===== src/inc/clh_defs.svh =====
`ifndef CLH_DEFS_SVH
`define CLH_DEFS_SVH

// Memory sizes and scan positions per line.
`define CLH_DISP_DEPTH     80
`define CLH_GLYPH_DEPTH    64
`define CLH_POS_PER_LINE   8

// Display address map.
`define CLH_LINE_LEN       7'h28
`define CLH_ONE_RING       7'h50
`define CLH_LINE1_LAST     7'h27
`define CLH_LINE2_BASE     7'h40
`define CLH_LINE2_LAST     7'h67
`define CLH_ONE_LAST       7'h4f

// Command encodings.
`define CLH_OP_DISP_BIT    7
`define CLH_OP_GLYPH       2'h1
`define CLH_OP_SHIFT       4'h1
`define CLH_SHIFT_DISP_BIT 3
`define CLH_SHIFT_RIGHT_BIT 2

// User glyph selection.
`define CLH_USER_GLYPH_HI  4'h0

// Instruction execution time.
`define CLH_EXEC_NS        40000
`define CLH_CLK_NS         10
`define CLH_EXEC_CYC       ((`CLH_EXEC_NS + `CLH_CLK_NS - 1) / `CLH_CLK_NS)

`endif


===== src/inc/clh_pkg.sv =====
package clh_pkg;

   typedef enum logic [1:0] {
      clh_st_idle,
      clh_st_write,
      clh_st_fetch,
      clh_st_load
   } clh_state_t;

   typedef struct packed {
      logic       reg_select;
      logic       rd_wr;
      logic [7:0] host_data_bus;
   } clh_host_req_t;

   typedef struct packed {
      logic [6:0] disp_addr;
      logic [7:0] char_code;
      logic       user_glyph;
      logic [5:0] glyph_addr;
      logic       line;
      logic [2:0] pos;
   } clh_scan_t;

endpackage : clh_pkg


===== src/design/clh_mem.sv =====
`timescale 1ns/1ps
`default_nettype none

module clh_mem #(
   parameter int DW    = 8,
   parameter int AW    = 7,
   parameter int DEPTH = 80
) (
   // Clock and reset
   input  wire logic          mclk,
   input  wire logic          reset,
   // Host-side port
   input  wire logic          we,
   input  wire logic [AW-1:0] addr,
   input  wire logic [DW-1:0] wdata,
   output logic      [DW-1:0] rdata,
   // Scan-side port
   input  wire logic [AW-1:0] scan_addr,
   output logic      [DW-1:0] scan_rdata
);

   logic [DW-1:0] mem [DEPTH];
   logic [DW-1:0] rdata_ff;
   logic [DW-1:0] scan_rdata_ff;

   always_ff @(posedge mclk) begin
      if (we && int'(addr) < DEPTH) begin
         mem[addr] <= wdata;
      end
   end

   // Two read ports so display refresh never waits on host traffic.
   always_ff @(posedge mclk or posedge reset) begin
      if (reset) begin
         rdata_ff      <= '0;
         scan_rdata_ff <= '0;
      end else begin
         rdata_ff      <= (int'(addr) < DEPTH) ? mem[addr] : '0;
         scan_rdata_ff <= (int'(scan_addr) < DEPTH) ? mem[scan_addr] : '0;
      end
   end

   assign rdata      = rdata_ff;
   assign scan_rdata = scan_rdata_ff;

endmodule : clh_mem

`default_nettype wire


===== src/design/clh_host_port.sv =====
`timescale 1ns/1ps
`default_nettype none
`include "clh_defs.svh"

module clh_host_port #(
   parameter int EXEC_CYC     = `CLH_EXEC_CYC,
   parameter int POS_PER_LINE = `CLH_POS_PER_LINE
) (
   // Clock and reset
   input  wire logic                  mclk,
   input  wire logic                  reset,
   // Host bus
   input  wire logic                  exec_strobe,
   input  wire clh_pkg::clh_host_req_t host_req,
   output logic [7:0]                 host_data_out,
   output logic                       host_data_oe,
   // Mode inputs
   input  wire logic                  line_mode,
   input  wire logic                  tall_font,
   // Display scan
   output clh_pkg::clh_scan_t         scan_out,
   output logic [7:0]                 scan_glyph_bits,
   output logic                       busy_indicator
);
   import clh_pkg::*;

   localparam int CW = $clog2(EXEC_CYC + 1);
   localparam int PW = $clog2(POS_PER_LINE);
   localparam logic [CW-1:0] CNT_LAST = CW'(EXEC_CYC - 1);
   localparam logic [PW-1:0] POS_LAST = PW'(POS_PER_LINE - 1);

   ////////////////////////////////////////////////////////////////////////
   // Address arithmetic.

   function automatic logic [6:0] ac_step(input logic [6:0] a,
                                          input logic two_line,
                                          input logic glyph);
      logic [6:0] r;
      r = a + 7'h01;
      if (glyph) begin
         r = {1'b0, r[5:0]};
      end else if (two_line && a == `CLH_LINE1_LAST) begin
         r = `CLH_LINE2_BASE;
      end else if (two_line && a == `CLH_LINE2_LAST) begin
         r = 7'h00;
      end else if (!two_line && a == `CLH_ONE_LAST) begin
         r = 7'h00;
      end
      return r;
   endfunction : ac_step

   // Maps a display address onto a dense memory index.
   function automatic logic [6:0] disp_index(input logic [6:0] a,
                                             input logic two_line);
      logic [6:0] r;
      r = a;
      if (two_line && a[6]) begin
         r = `CLH_LINE_LEN + {1'b0, a[5:0]};
      end
      return r;
   endfunction : disp_index

   function automatic logic [6:0] ring_len(input logic two_line);
      return two_line ? `CLH_LINE_LEN : `CLH_ONE_RING;
   endfunction : ring_len

   function automatic logic [6:0] wrap_add(input logic [6:0] a,
                                           input logic [6:0] b,
                                           input logic [6:0] ring);
      logic [7:0] s;
      s = {1'b0, a} + {1'b0, b};
      if (s >= {1'b0, ring}) begin
         s = s - {1'b0, ring};
      end
      if (s >= {1'b0, ring}) begin
         s = s - {1'b0, ring};
      end
      return s[6:0];
   endfunction : wrap_add

   ////////////////////////////////////////////////////////////////////////
   // Host strobe decode.

   logic             e_prev_ff;
   logic             take;
   logic             host_idle;
   logic             cmd_ok;
   logic             stat_rd;
   logic             dat_wr;
   logic             dat_rd;
   logic [7:0]       command_register_ff;
   logic [7:0]       data_register_ff;
   logic             busy_ff;
   logic [CW-1:0]    exec_cnt_ff;
   logic [6:0]       ac_ff;
   logic [6:0]       ac_snap_ff;
   logic [6:0]       ac_view;
   logic             sel_glyph_ff;
   clh_state_t       state_ff;
   logic [6:0]       shift_ff;
   logic             mode_q_ff;
   logic [7:0]       host_data_ff;
   logic             host_oe_ff;
   logic [7:0]       d_rdata;
   logic [7:0]       g_rdata;
   logic [7:0]       mem_rdata;
   logic [6:0]       host_addr;
   logic             is_disp_addr;
   logic             is_glyph_addr;
   logic             is_shift;

   assign take      = exec_strobe & ~e_prev_ff;
   assign host_idle = (state_ff == clh_st_idle);
   // Instructions are refused while the previous one still runs.
   assign cmd_ok  = take & ~host_req.reg_select & ~host_req.rd_wr
                    & ~busy_ff & host_idle;
   assign stat_rd = take & ~host_req.reg_select & host_req.rd_wr;
   assign dat_wr  = take & host_req.reg_select & ~host_req.rd_wr & host_idle;
   assign dat_rd  = take & host_req.reg_select & host_req.rd_wr & host_idle;

   assign is_disp_addr  = host_req.host_data_bus[`CLH_OP_DISP_BIT];
   assign is_glyph_addr = (host_req.host_data_bus[7:6] == `CLH_OP_GLYPH);
   assign is_shift      = (host_req.host_data_bus[7:4] == `CLH_OP_SHIFT)
                          & host_req.host_data_bus[`CLH_SHIFT_DISP_BIT];

   always_ff @(posedge mclk or posedge reset) begin
      if (reset) begin
         e_prev_ff <= 1'b0;
      end else begin
         e_prev_ff <= exec_strobe;
      end
   end

   // Command register takes only accepted instruction writes.
   always_ff @(posedge mclk or posedge reset) begin
      if (reset) begin
         command_register_ff <= 8'h00;
      end else if (cmd_ok) begin
         command_register_ff <= host_req.host_data_bus;
      end
   end

   ////////////////////////////////////////////////////////////////////////
   // Instruction execution and busy indicator.

   always_ff @(posedge mclk or posedge reset) begin
      if (reset) begin
         busy_ff     <= 1'b0;
         exec_cnt_ff <= '0;
      end else if (cmd_ok) begin
         busy_ff     <= 1'b1;
         exec_cnt_ff <= '0;
      end else if (busy_ff) begin
         if (exec_cnt_ff == CNT_LAST) begin
            busy_ff <= 1'b0;
         end else begin
            exec_cnt_ff <= exec_cnt_ff + CW'(1);
         end
      end
   end

   // Snapshot keeps the pre-instruction address visible while busy.
   always_ff @(posedge mclk or posedge reset) begin
      if (reset) begin
         ac_snap_ff <= 7'h00;
      end else if (cmd_ok) begin
         ac_snap_ff <= ac_ff;
      end
   end

   assign ac_view = busy_ff ? ac_snap_ff : ac_ff;

   ////////////////////////////////////////////////////////////////////////
   // Address counter shared by both memories.

   always_ff @(posedge mclk or posedge reset) begin
      if (reset) begin
         ac_ff        <= 7'h00;
         sel_glyph_ff <= 1'b0;
      end else if (cmd_ok && is_disp_addr) begin
         ac_ff        <= host_req.host_data_bus[6:0];
         sel_glyph_ff <= 1'b0;
      end else if (cmd_ok && is_glyph_addr) begin
         ac_ff        <= {1'b0, host_req.host_data_bus[5:0]};
         sel_glyph_ff <= 1'b1;
      end else if (state_ff == clh_st_write || dat_rd) begin
         ac_ff <= ac_step(ac_ff, line_mode, sel_glyph_ff);
      end
   end

   ////////////////////////////////////////////////////////////////////////
   // Transfer sequencer between data register and memories.

   always_ff @(posedge mclk or posedge reset) begin
      if (reset) begin
         state_ff <= clh_st_idle;
      end else begin
         unique case (state_ff)
            clh_st_idle: begin
               if (dat_wr) begin
                  state_ff <= clh_st_write;
               end else if (dat_rd) begin
                  state_ff <= clh_st_fetch;
               end else if (cmd_ok && (is_disp_addr || is_glyph_addr)) begin
                  state_ff <= clh_st_fetch;
               end
            end
            clh_st_write: begin
               state_ff <= clh_st_idle;
            end
            clh_st_fetch: begin
               state_ff <= clh_st_load;
            end
            clh_st_load: begin
               state_ff <= clh_st_idle;
            end
         endcase
      end
   end

   always_ff @(posedge mclk or posedge reset) begin
      if (reset) begin
         data_register_ff <= 8'h00;
      end else if (dat_wr) begin
         data_register_ff <= host_req.host_data_bus;
      end else if (state_ff == clh_st_load) begin
         data_register_ff <= mem_rdata;
      end
   end

   assign host_addr = sel_glyph_ff ? {1'b0, ac_ff[5:0]}
                                   : disp_index(ac_ff, line_mode);
   assign mem_rdata = sel_glyph_ff ? g_rdata : d_rdata;

   ////////////////////////////////////////////////////////////////////////
   // Host read data.

   always_ff @(posedge mclk or posedge reset) begin
      if (reset) begin
         host_data_ff <= 8'h00;
         host_oe_ff   <= 1'b0;
      end else begin
         host_oe_ff <= exec_strobe & host_req.rd_wr;
         if (stat_rd) begin
            host_data_ff <= {busy_ff, ac_view};
         end else if (dat_rd) begin
            host_data_ff <= data_register_ff;
         end
      end
   end

   assign host_data_out  = host_data_ff;
   assign host_data_oe   = host_oe_ff;
   assign busy_indicator = busy_ff;

   ////////////////////////////////////////////////////////////////////////
   // Display shift.

   always_ff @(posedge mclk or posedge reset) begin
      if (reset) begin
         shift_ff  <= 7'h00;
         mode_q_ff <= 1'b0;
      end else begin
         mode_q_ff <= line_mode;
         if (line_mode != mode_q_ff) begin
            shift_ff <= 7'h00;
         end else if (cmd_ok && is_shift) begin
            // One offset for both lines, so they move together.
            if (host_req.host_data_bus[`CLH_SHIFT_RIGHT_BIT]) begin
               shift_ff <= (shift_ff == 7'h00)
                           ? ring_len(line_mode) - 7'h01
                           : shift_ff - 7'h01;
            end else begin
               shift_ff <= (shift_ff == ring_len(line_mode) - 7'h01)
                           ? 7'h00 : shift_ff + 7'h01;
            end
         end
      end
   end

   ////////////////////////////////////////////////////////////////////////
   // Display scan on its own memory port.

   logic [PW-1:0] pos_ff;
   logic          line_ff;
   logic [3:0]    row_ff;
   logic [6:0]    scan_addr_c;
   logic [6:0]    s1_addr_ff;
   logic          s1_line_ff;
   logic [PW-1:0] s1_pos_ff;
   logic [3:0]    s1_row_ff;
   logic [7:0]    d_scan_rdata;
   clh_scan_t     scan_ff;

   always_ff @(posedge mclk or posedge reset) begin
      if (reset) begin
         pos_ff  <= '0;
         line_ff <= 1'b0;
         row_ff  <= 4'h0;
      end else if (pos_ff == POS_LAST) begin
         pos_ff <= '0;
         if (line_ff || !line_mode) begin
            line_ff <= 1'b0;
            row_ff  <= row_ff + 4'h1;
         end else begin
            line_ff <= 1'b1;
         end
      end else begin
         pos_ff <= pos_ff + PW'(1);
      end
   end

   assign scan_addr_c = (line_ff ? `CLH_LINE2_BASE : 7'h00)
                        + wrap_add(7'(pos_ff), shift_ff,
                                   ring_len(line_mode));

   always_ff @(posedge mclk or posedge reset) begin
      if (reset) begin
         s1_addr_ff <= 7'h00;
         s1_line_ff <= 1'b0;
         s1_pos_ff  <= '0;
         s1_row_ff  <= 4'h0;
         scan_ff    <= '0;
      end else begin
         s1_addr_ff <= scan_addr_c;
         s1_line_ff <= line_ff;
         s1_pos_ff  <= pos_ff;
         s1_row_ff  <= row_ff;
         scan_ff.disp_addr  <= s1_addr_ff;
         scan_ff.char_code  <= d_scan_rdata;
         scan_ff.user_glyph <= (d_scan_rdata[7:4] == `CLH_USER_GLYPH_HI);
         scan_ff.line       <= s1_line_ff;
         scan_ff.pos        <= 3'(s1_pos_ff);
         if (tall_font) begin
            scan_ff.glyph_addr <= {d_scan_rdata[2:1], s1_row_ff};
         end else begin
            scan_ff.glyph_addr <= {d_scan_rdata[2:0], s1_row_ff[2:0]};
         end
      end
   end

   assign scan_out = scan_ff;

   ////////////////////////////////////////////////////////////////////////
   // Memories.

   clh_mem #(
      .DW    (8),
      .AW    (7),
      .DEPTH (`CLH_DISP_DEPTH)
   ) u_disp_mem (
      .mclk       (mclk),
      .reset      (reset),
      .we         (state_ff == clh_st_write && !sel_glyph_ff),
      .addr       (host_addr),
      .wdata      (data_register_ff),
      .rdata      (d_rdata),
      .scan_addr  (disp_index(scan_addr_c, line_mode)),
      .scan_rdata (d_scan_rdata)
   );

   clh_mem #(
      .DW    (8),
      .AW    (6),
      .DEPTH (`CLH_GLYPH_DEPTH)
   ) u_glyph_mem (
      .mclk       (mclk),
      .reset      (reset),
      .we         (state_ff == clh_st_write && sel_glyph_ff),
      .addr       (host_addr[5:0]),
      .wdata      (data_register_ff),
      .rdata      (g_rdata),
      .scan_addr  (scan_ff.glyph_addr),
      .scan_rdata (scan_glyph_bits)
   );

   ////////////////////////////////////////////////////////////////////////
   // Checks.

   property p_cmd_busy;
      @(posedge mclk) disable iff (reset)
      cmd_ok |=> busy_ff && command_register_ff == $past(host_req.host_data_bus);
   endproperty
   a_cmd_busy: assert property (p_cmd_busy)
      else $error("accepted instruction did not raise busy");

   property p_busy_block;
      @(posedge mclk) disable iff (reset)
      busy_ff && take && !host_req.reg_select && !host_req.rd_wr
      |=> $stable(command_register_ff);
   endproperty
   a_busy_block: assert property (p_busy_block)
      else $error("instruction taken while busy");

   property p_busy_len;
      @(posedge mclk) disable iff (reset)
      busy_ff |-> exec_cnt_ff <= CNT_LAST;
   endproperty
   a_busy_len: assert property (p_busy_len)
      else $error("busy counter overran");

   property p_status;
      @(posedge mclk) disable iff (reset)
      stat_rd |=> host_data_out == {$past(busy_ff), $past(ac_view)};
   endproperty
   a_status: assert property (p_status)
      else $error("status read shows wrong value");

   property p_snap;
      @(posedge mclk) disable iff (reset)
      cmd_ok |=> busy_ff && ac_view == $past(ac_ff);
   endproperty
   a_snap: assert property (p_snap)
      else $error("status address not the pre-instruction value");

   property p_data_read;
      @(posedge mclk) disable iff (reset)
      dat_rd |=> host_data_out == $past(data_register_ff) ##1
                 state_ff == clh_st_load;
   endproperty
   a_data_read: assert property (p_data_read)
      else $error("data read or prefetch wrong");

   property p_write;
      @(posedge mclk) disable iff (reset)
      dat_wr |=> state_ff == clh_st_write
                 && data_register_ff == $past(host_req.host_data_bus);
   endproperty
   a_write: assert property (p_write)
      else $error("data write did not reach memory stage");

   property p_fetch;
      @(posedge mclk) disable iff (reset)
      cmd_ok && (is_disp_addr || is_glyph_addr) |=> ##1
      state_ff == clh_st_load;
   endproperty
   a_fetch: assert property (p_fetch)
      else $error("address write did not fetch");

   property p_two_line_step;
      @(posedge mclk) disable iff (reset)
      state_ff == clh_st_write && line_mode && !sel_glyph_ff
      && ac_ff == `CLH_LINE1_LAST |=> ac_ff == `CLH_LINE2_BASE;
   endproperty
   a_two_line_step: assert property (p_two_line_step)
      else $error("counter did not step from 27 to 40");

   property p_one_line_wrap;
      @(posedge mclk) disable iff (reset)
      state_ff == clh_st_write && !line_mode && !sel_glyph_ff
      && ac_ff == `CLH_ONE_LAST |=> ac_ff == 7'h00;
   endproperty
   a_one_line_wrap: assert property (p_one_line_wrap)
      else $error("counter did not wrap from 4f to 00");

   property p_shift_range;
      @(posedge mclk) disable iff (reset)
      shift_ff < ring_len(mode_q_ff);
   endproperty
   a_shift_range: assert property (p_shift_range)
      else $error("shift offset left its ring");

   c_write: cover property (@(posedge mclk) disable iff (reset)
      dat_wr ##1 state_ff == clh_st_write);
   c_read: cover property (@(posedge mclk) disable iff (reset)
      dat_rd ##[1:3] state_ff == clh_st_load);
   c_refused: cover property (@(posedge mclk) disable iff (reset)
      busy_ff && take && !host_req.reg_select && !host_req.rd_wr);
   c_shift: cover property (@(posedge mclk) disable iff (reset)
      cmd_ok && is_shift && line_mode);

endmodule : clh_host_port

`default_nettype wire


===== config.mk =====
export PLATFORM = sky130hd
export DESIGN_NAME = clh_host_port
export DESIGN_NICKNAME = d
export VERILOG_FILES = /design/src/inc/clh_pkg.sv /design/src/design/clh_mem.sv /design/src/design/clh_host_port.sv
export VERILOG_INCLUDE_DIRS = /design/src /design/src/inc
export SDC_FILE = /design/constraint.sdc
export NUM_CORES = 2
export LEC_CHECK = 0
export BUFFER_PORTS_ARGS = -buffer_cell sky130_fd_sc_hd__buf_4
export CAP_MARGIN = 20
export CELL_PAD_IN_SITES_DETAIL_PLACEMENT = 1
export CELL_PAD_IN_SITES_GLOBAL_PLACEMENT = 2
export CORE_MARGIN = 1
export CORE_UTILIZATION = 52
export CTS_BUF_LIST = sky130_fd_sc_hd__clkbuf_16
export DETAILED_ROUTE_END_ITERATION = 10
export GPL_TIMING_DRIVEN = 0
export PLACE_DENSITY = 0.95
export SETUP_SLACK_MARGIN = 0.15
export SLEW_MARGIN = 20
export SYNTH_ARGS = -nofsm -noshare
export SYNTH_HDL_FRONTEND = slang
export SYNTH_SLANG_ARGS = --single-unit

===== constraint.sdc =====
create_clock -name mclk -period 11.4 [get_ports mclk]
set_input_delay 2.28 -clock mclk [delete_from_list [all_inputs] [get_ports mclk]]
set_output_delay 2.28 -clock mclk [all_outputs]
set_load 0.02 [all_outputs]

==> impl_metrics.tcl <==
set metrics [dict create \
    worstMarginPinSlew_ps 1420 \
    slew_headroom_pct 4.82 \
    grt_overflow 0 \
    drv_cap 0 \
    ioPinCount 59 \
    power_density_mw_per_mm2 261 \
    p_int_mw 9.96 \
    clock.fmax_mhz 109 \
    drive_gt1_share_pct 21.2 \
    irDropWorstVdd_mv 0.197 \
    ys_ff_latch 1287 \
    vias 43182 \
    stdcell_count 5213 \
    post-route-util_pct 59.0 \
    crit_start "line_mode" \
    clock_power_share_pct 26.2 \
    setup_viol 0 \
    die_area_mm2 0.111 \
    synth_edf_count 1152 \
    synth_area_mm2 0.0571 \
    clock_path_buffers 3 \
    reg2reg_from "shift_ff[0]$_DFFE_PP0P_" \
    p_sw_mw 6.80 \
    hold_violations 0 \
    hold_ws_ps 347 \
    dp.cells 4955 \
    antenna_found_initial 29 \
    core_mm2 0.109 \
    syn_nets 3501 \
    die_y_um 333 \
    grt_usage_pct 42.1 \
    startpoint_type "primary input" \
    firstDrtPassIters 7 \
    drtIter0Drc 8865 \
    yosys_warnings 0 \
    swShare_pct 40.5 \
    io_buffer_count 58 \
    p_seq_share_pct 37.7 \
    power_mw 16.8 \
    comb_power_share_pct 36.1 \
    synth_flop_cell "edfxtp_1" \
    leakagePower_nw 20.4 \
    post-route-period-util_pct 80.2 \
    grt_max_degree 82 \
    cts_resized 0 \
    clock-sinks 1287 \
    fin_setup_tns_ps 0 \
    place.gp.congestion 1.03 \
    grt_setup_unrepaired "no" \
    required_ps 11950 \
    h-tree-depth 4 \
    synth_seq_area_share_pct 66.5 \
    fin_skew_ps 36.4 \
    hp-start "s1_addr_ff[4]$_DFF_PP0_" \
    cts_post_setup_buffers_inserted 0 \
    nNetsFinal 3717 \
    ctsHoldBuffers 0 \
    wirelength_um 235000 \
    clk_latency_ps 790 \
    clk_pin_slew_worst_paths_ps 50 \
    num_rows 121 \
    routedWlPerCell_um 45.1 \
    clock-root-buffer "clkbuf_16" \
    crit_path_end_kind "register" \
    yosysUniqueCellTypes 76 \
    path_class "primary input to register" \
    netlist_instances 3463 \
    viasPerCell 8.28 \
    cts_buffers 133 \
    min_path_type "register to register" \
    grt_pass1_wl_um 326000 \
    dpl.hpwl_um 156000 \
    drc_errors 0 \
    grt_pass1_vias 42895 \
    antenna_left 0 \
    drv_slew 0 \
    start_util_pct 52.5 \
    areaGrowthSynthToFinish_pct 12.5 \
    cts_tree "done" \
    die_x_um 333 \
    syn_area_per_cell_um2 16.5 \
    cp_data_arrival_time_ps 9690 \
    cp_max_fo 15 \
    status "completed" \
    synth_async_sr_flop_share_pct 10.5 \
    period_minus_slack_ps 9140 \
]
[worst max-delay path, stage by stage]
cell and delay [ps]:
buf_4 240, inv_1 250, ha_1 440, o21a_1 210, o31a_1 140, nor3_1 420
mux2_2 430, ha_1 290, nor2b_1 150, o31a_1 290, a2111oi_4 400, and2_1 250
mux2_4 340, inv_2 110, ha_1 250, nor4_2 750, a22oi_1 490, nor2_1 700
a221oi_1 220, nor4_1 1010
[worst paths after layout]
path / end / slack [ps] / cells after the start
max in group asynchronous: u_disp_mem.scan_rdata[7]$_DFF_PP0_ / 9010 / 3
setup / recovery: u_disp_mem.scan_rdata[7]$_DFF_PP0_ / 2260 / 20
setup reg to reg: u_disp_mem.scan_rdata[7]$_DFF_PP0_ / 2500 / 23
min in group asynchronous: s1_pos_ff[1]$_DFF_PP0_ / 1580 / 2
hold / removal: scan_out[23]$_DFF_PP0_ / 350 / 0
hold reg to reg: scan_out[23]$_DFF_PP0_ / 350 / 0
[power by group through the flow]
stage	registers [mW]	logic, mW	clock network, mW
floorplan	6.50	2.46	0
global placement	6.88	4.67	0
detailed placement	6.38	5.37	0
CTS	6.29	5.46	4.33
global route	6.32	5.85	4.47
finish	6.32	6.05	4.39
[routing by layer]
metal	wire length [um]	GRT usage [%]	vias to the layer above
met5	383	1.13	-
met4	20500	29.3	32
met3	43000	21.5	1499
met2	98600	59.4	5243
met1	72700	49.9	21269
li1	-	-	15139
[cells in the final DEF, fill, tap and decap left out, types with 48 or more instances in the layout]
master     netlist  layout
edfxtp_1      1152    1152
mux4_2         351     351
nand2_1         73      73
nor2_1         214     182
clkbuf_16        0     142
dfrtp_1        135     127
o21ai_0         71      71
nand3_1         74      74
a22o_1          62      62
mux2_2          48      48
o22ai_1        287     287
a21oi_1         49      49
clkbuf_1       206     175
a22oi_1        183     183
nand4_1         85      85
buf_4            2      66
a221oi_1        70      70
[final cells by class]
class,count,area (um2)
sequential,1287,38000
buffer,275,1130
clock buffer,142,3550
tap,1414,1770
inverter,26,105
antenna,17,42.5
clock inverter,96,697
timing repair buffer,81,850
multi-input combinational,1875,18100
fill,9714,44600
[sequential cells by signal, indices dropped and copies added, names as in the netlist, 12 cells and up]
| signal | count |
|---|---|
| exec_cnt_ff | 12 |
| scan_out | 24 |
| u_disp_mem.mem | 640 |
| u_glyph_mem.mem | 512 |
[cells by family (layout without fill, tap and decap cells)]
group	Yosys count	in the layout	share of synthesized area, %
and+or+nand+nor	564	564	4.82
xor gates and xnor gates	29	29	0.471
DFF	1287	1287	66.5
other	0	17	0
buffers and inverters	301	620	2.05
muxes	431	431	15.4
adders and majority gates	23	23	0.543
AOI/OAI and AO/OA	828	828	10.2
[through the flow]
step                      setup slack [ps]  area (um2)
after floorplan                       4080       57100
after global placement                 802       59300
after detailed placement              1310       59800
after CTS                             1980       64100
after global routing                  2150       64200
final                                 2260       64300
[synthesized netlist by cell type, drive strengths merged (7+ instances only)]
cell type,count,area share [%]
xnor2,16,0.27
o21ai,72,0.63
edfxtp,1152,61
nand3,74,0.65
nor2,215,1.4
or3,10,0.11
mux4,352,14
clkbuf,206,1.4
inv,26,0.17
nor3,16,0.14
ha,20,0.44
nor4,51,0.60
o22ai,287,3.1
a22o,62,0.95
nand2,73,0.48
nor2b,7,0.077
a221oi,70,1.1
o32ai,7,0.11
buf,69,0.52
xor2,13,0.20
a311oi,8,0.12
nand4,85,0.93
a31oi,19,0.21
mux2i,27,0.50
mux2,52,1.0
a22oi,183,2.4
a21oi,49,0.43
o41ai,29,0.48
dfrtp,135,5.9
No activity file was read; power rests on OpenSTA's default activity.
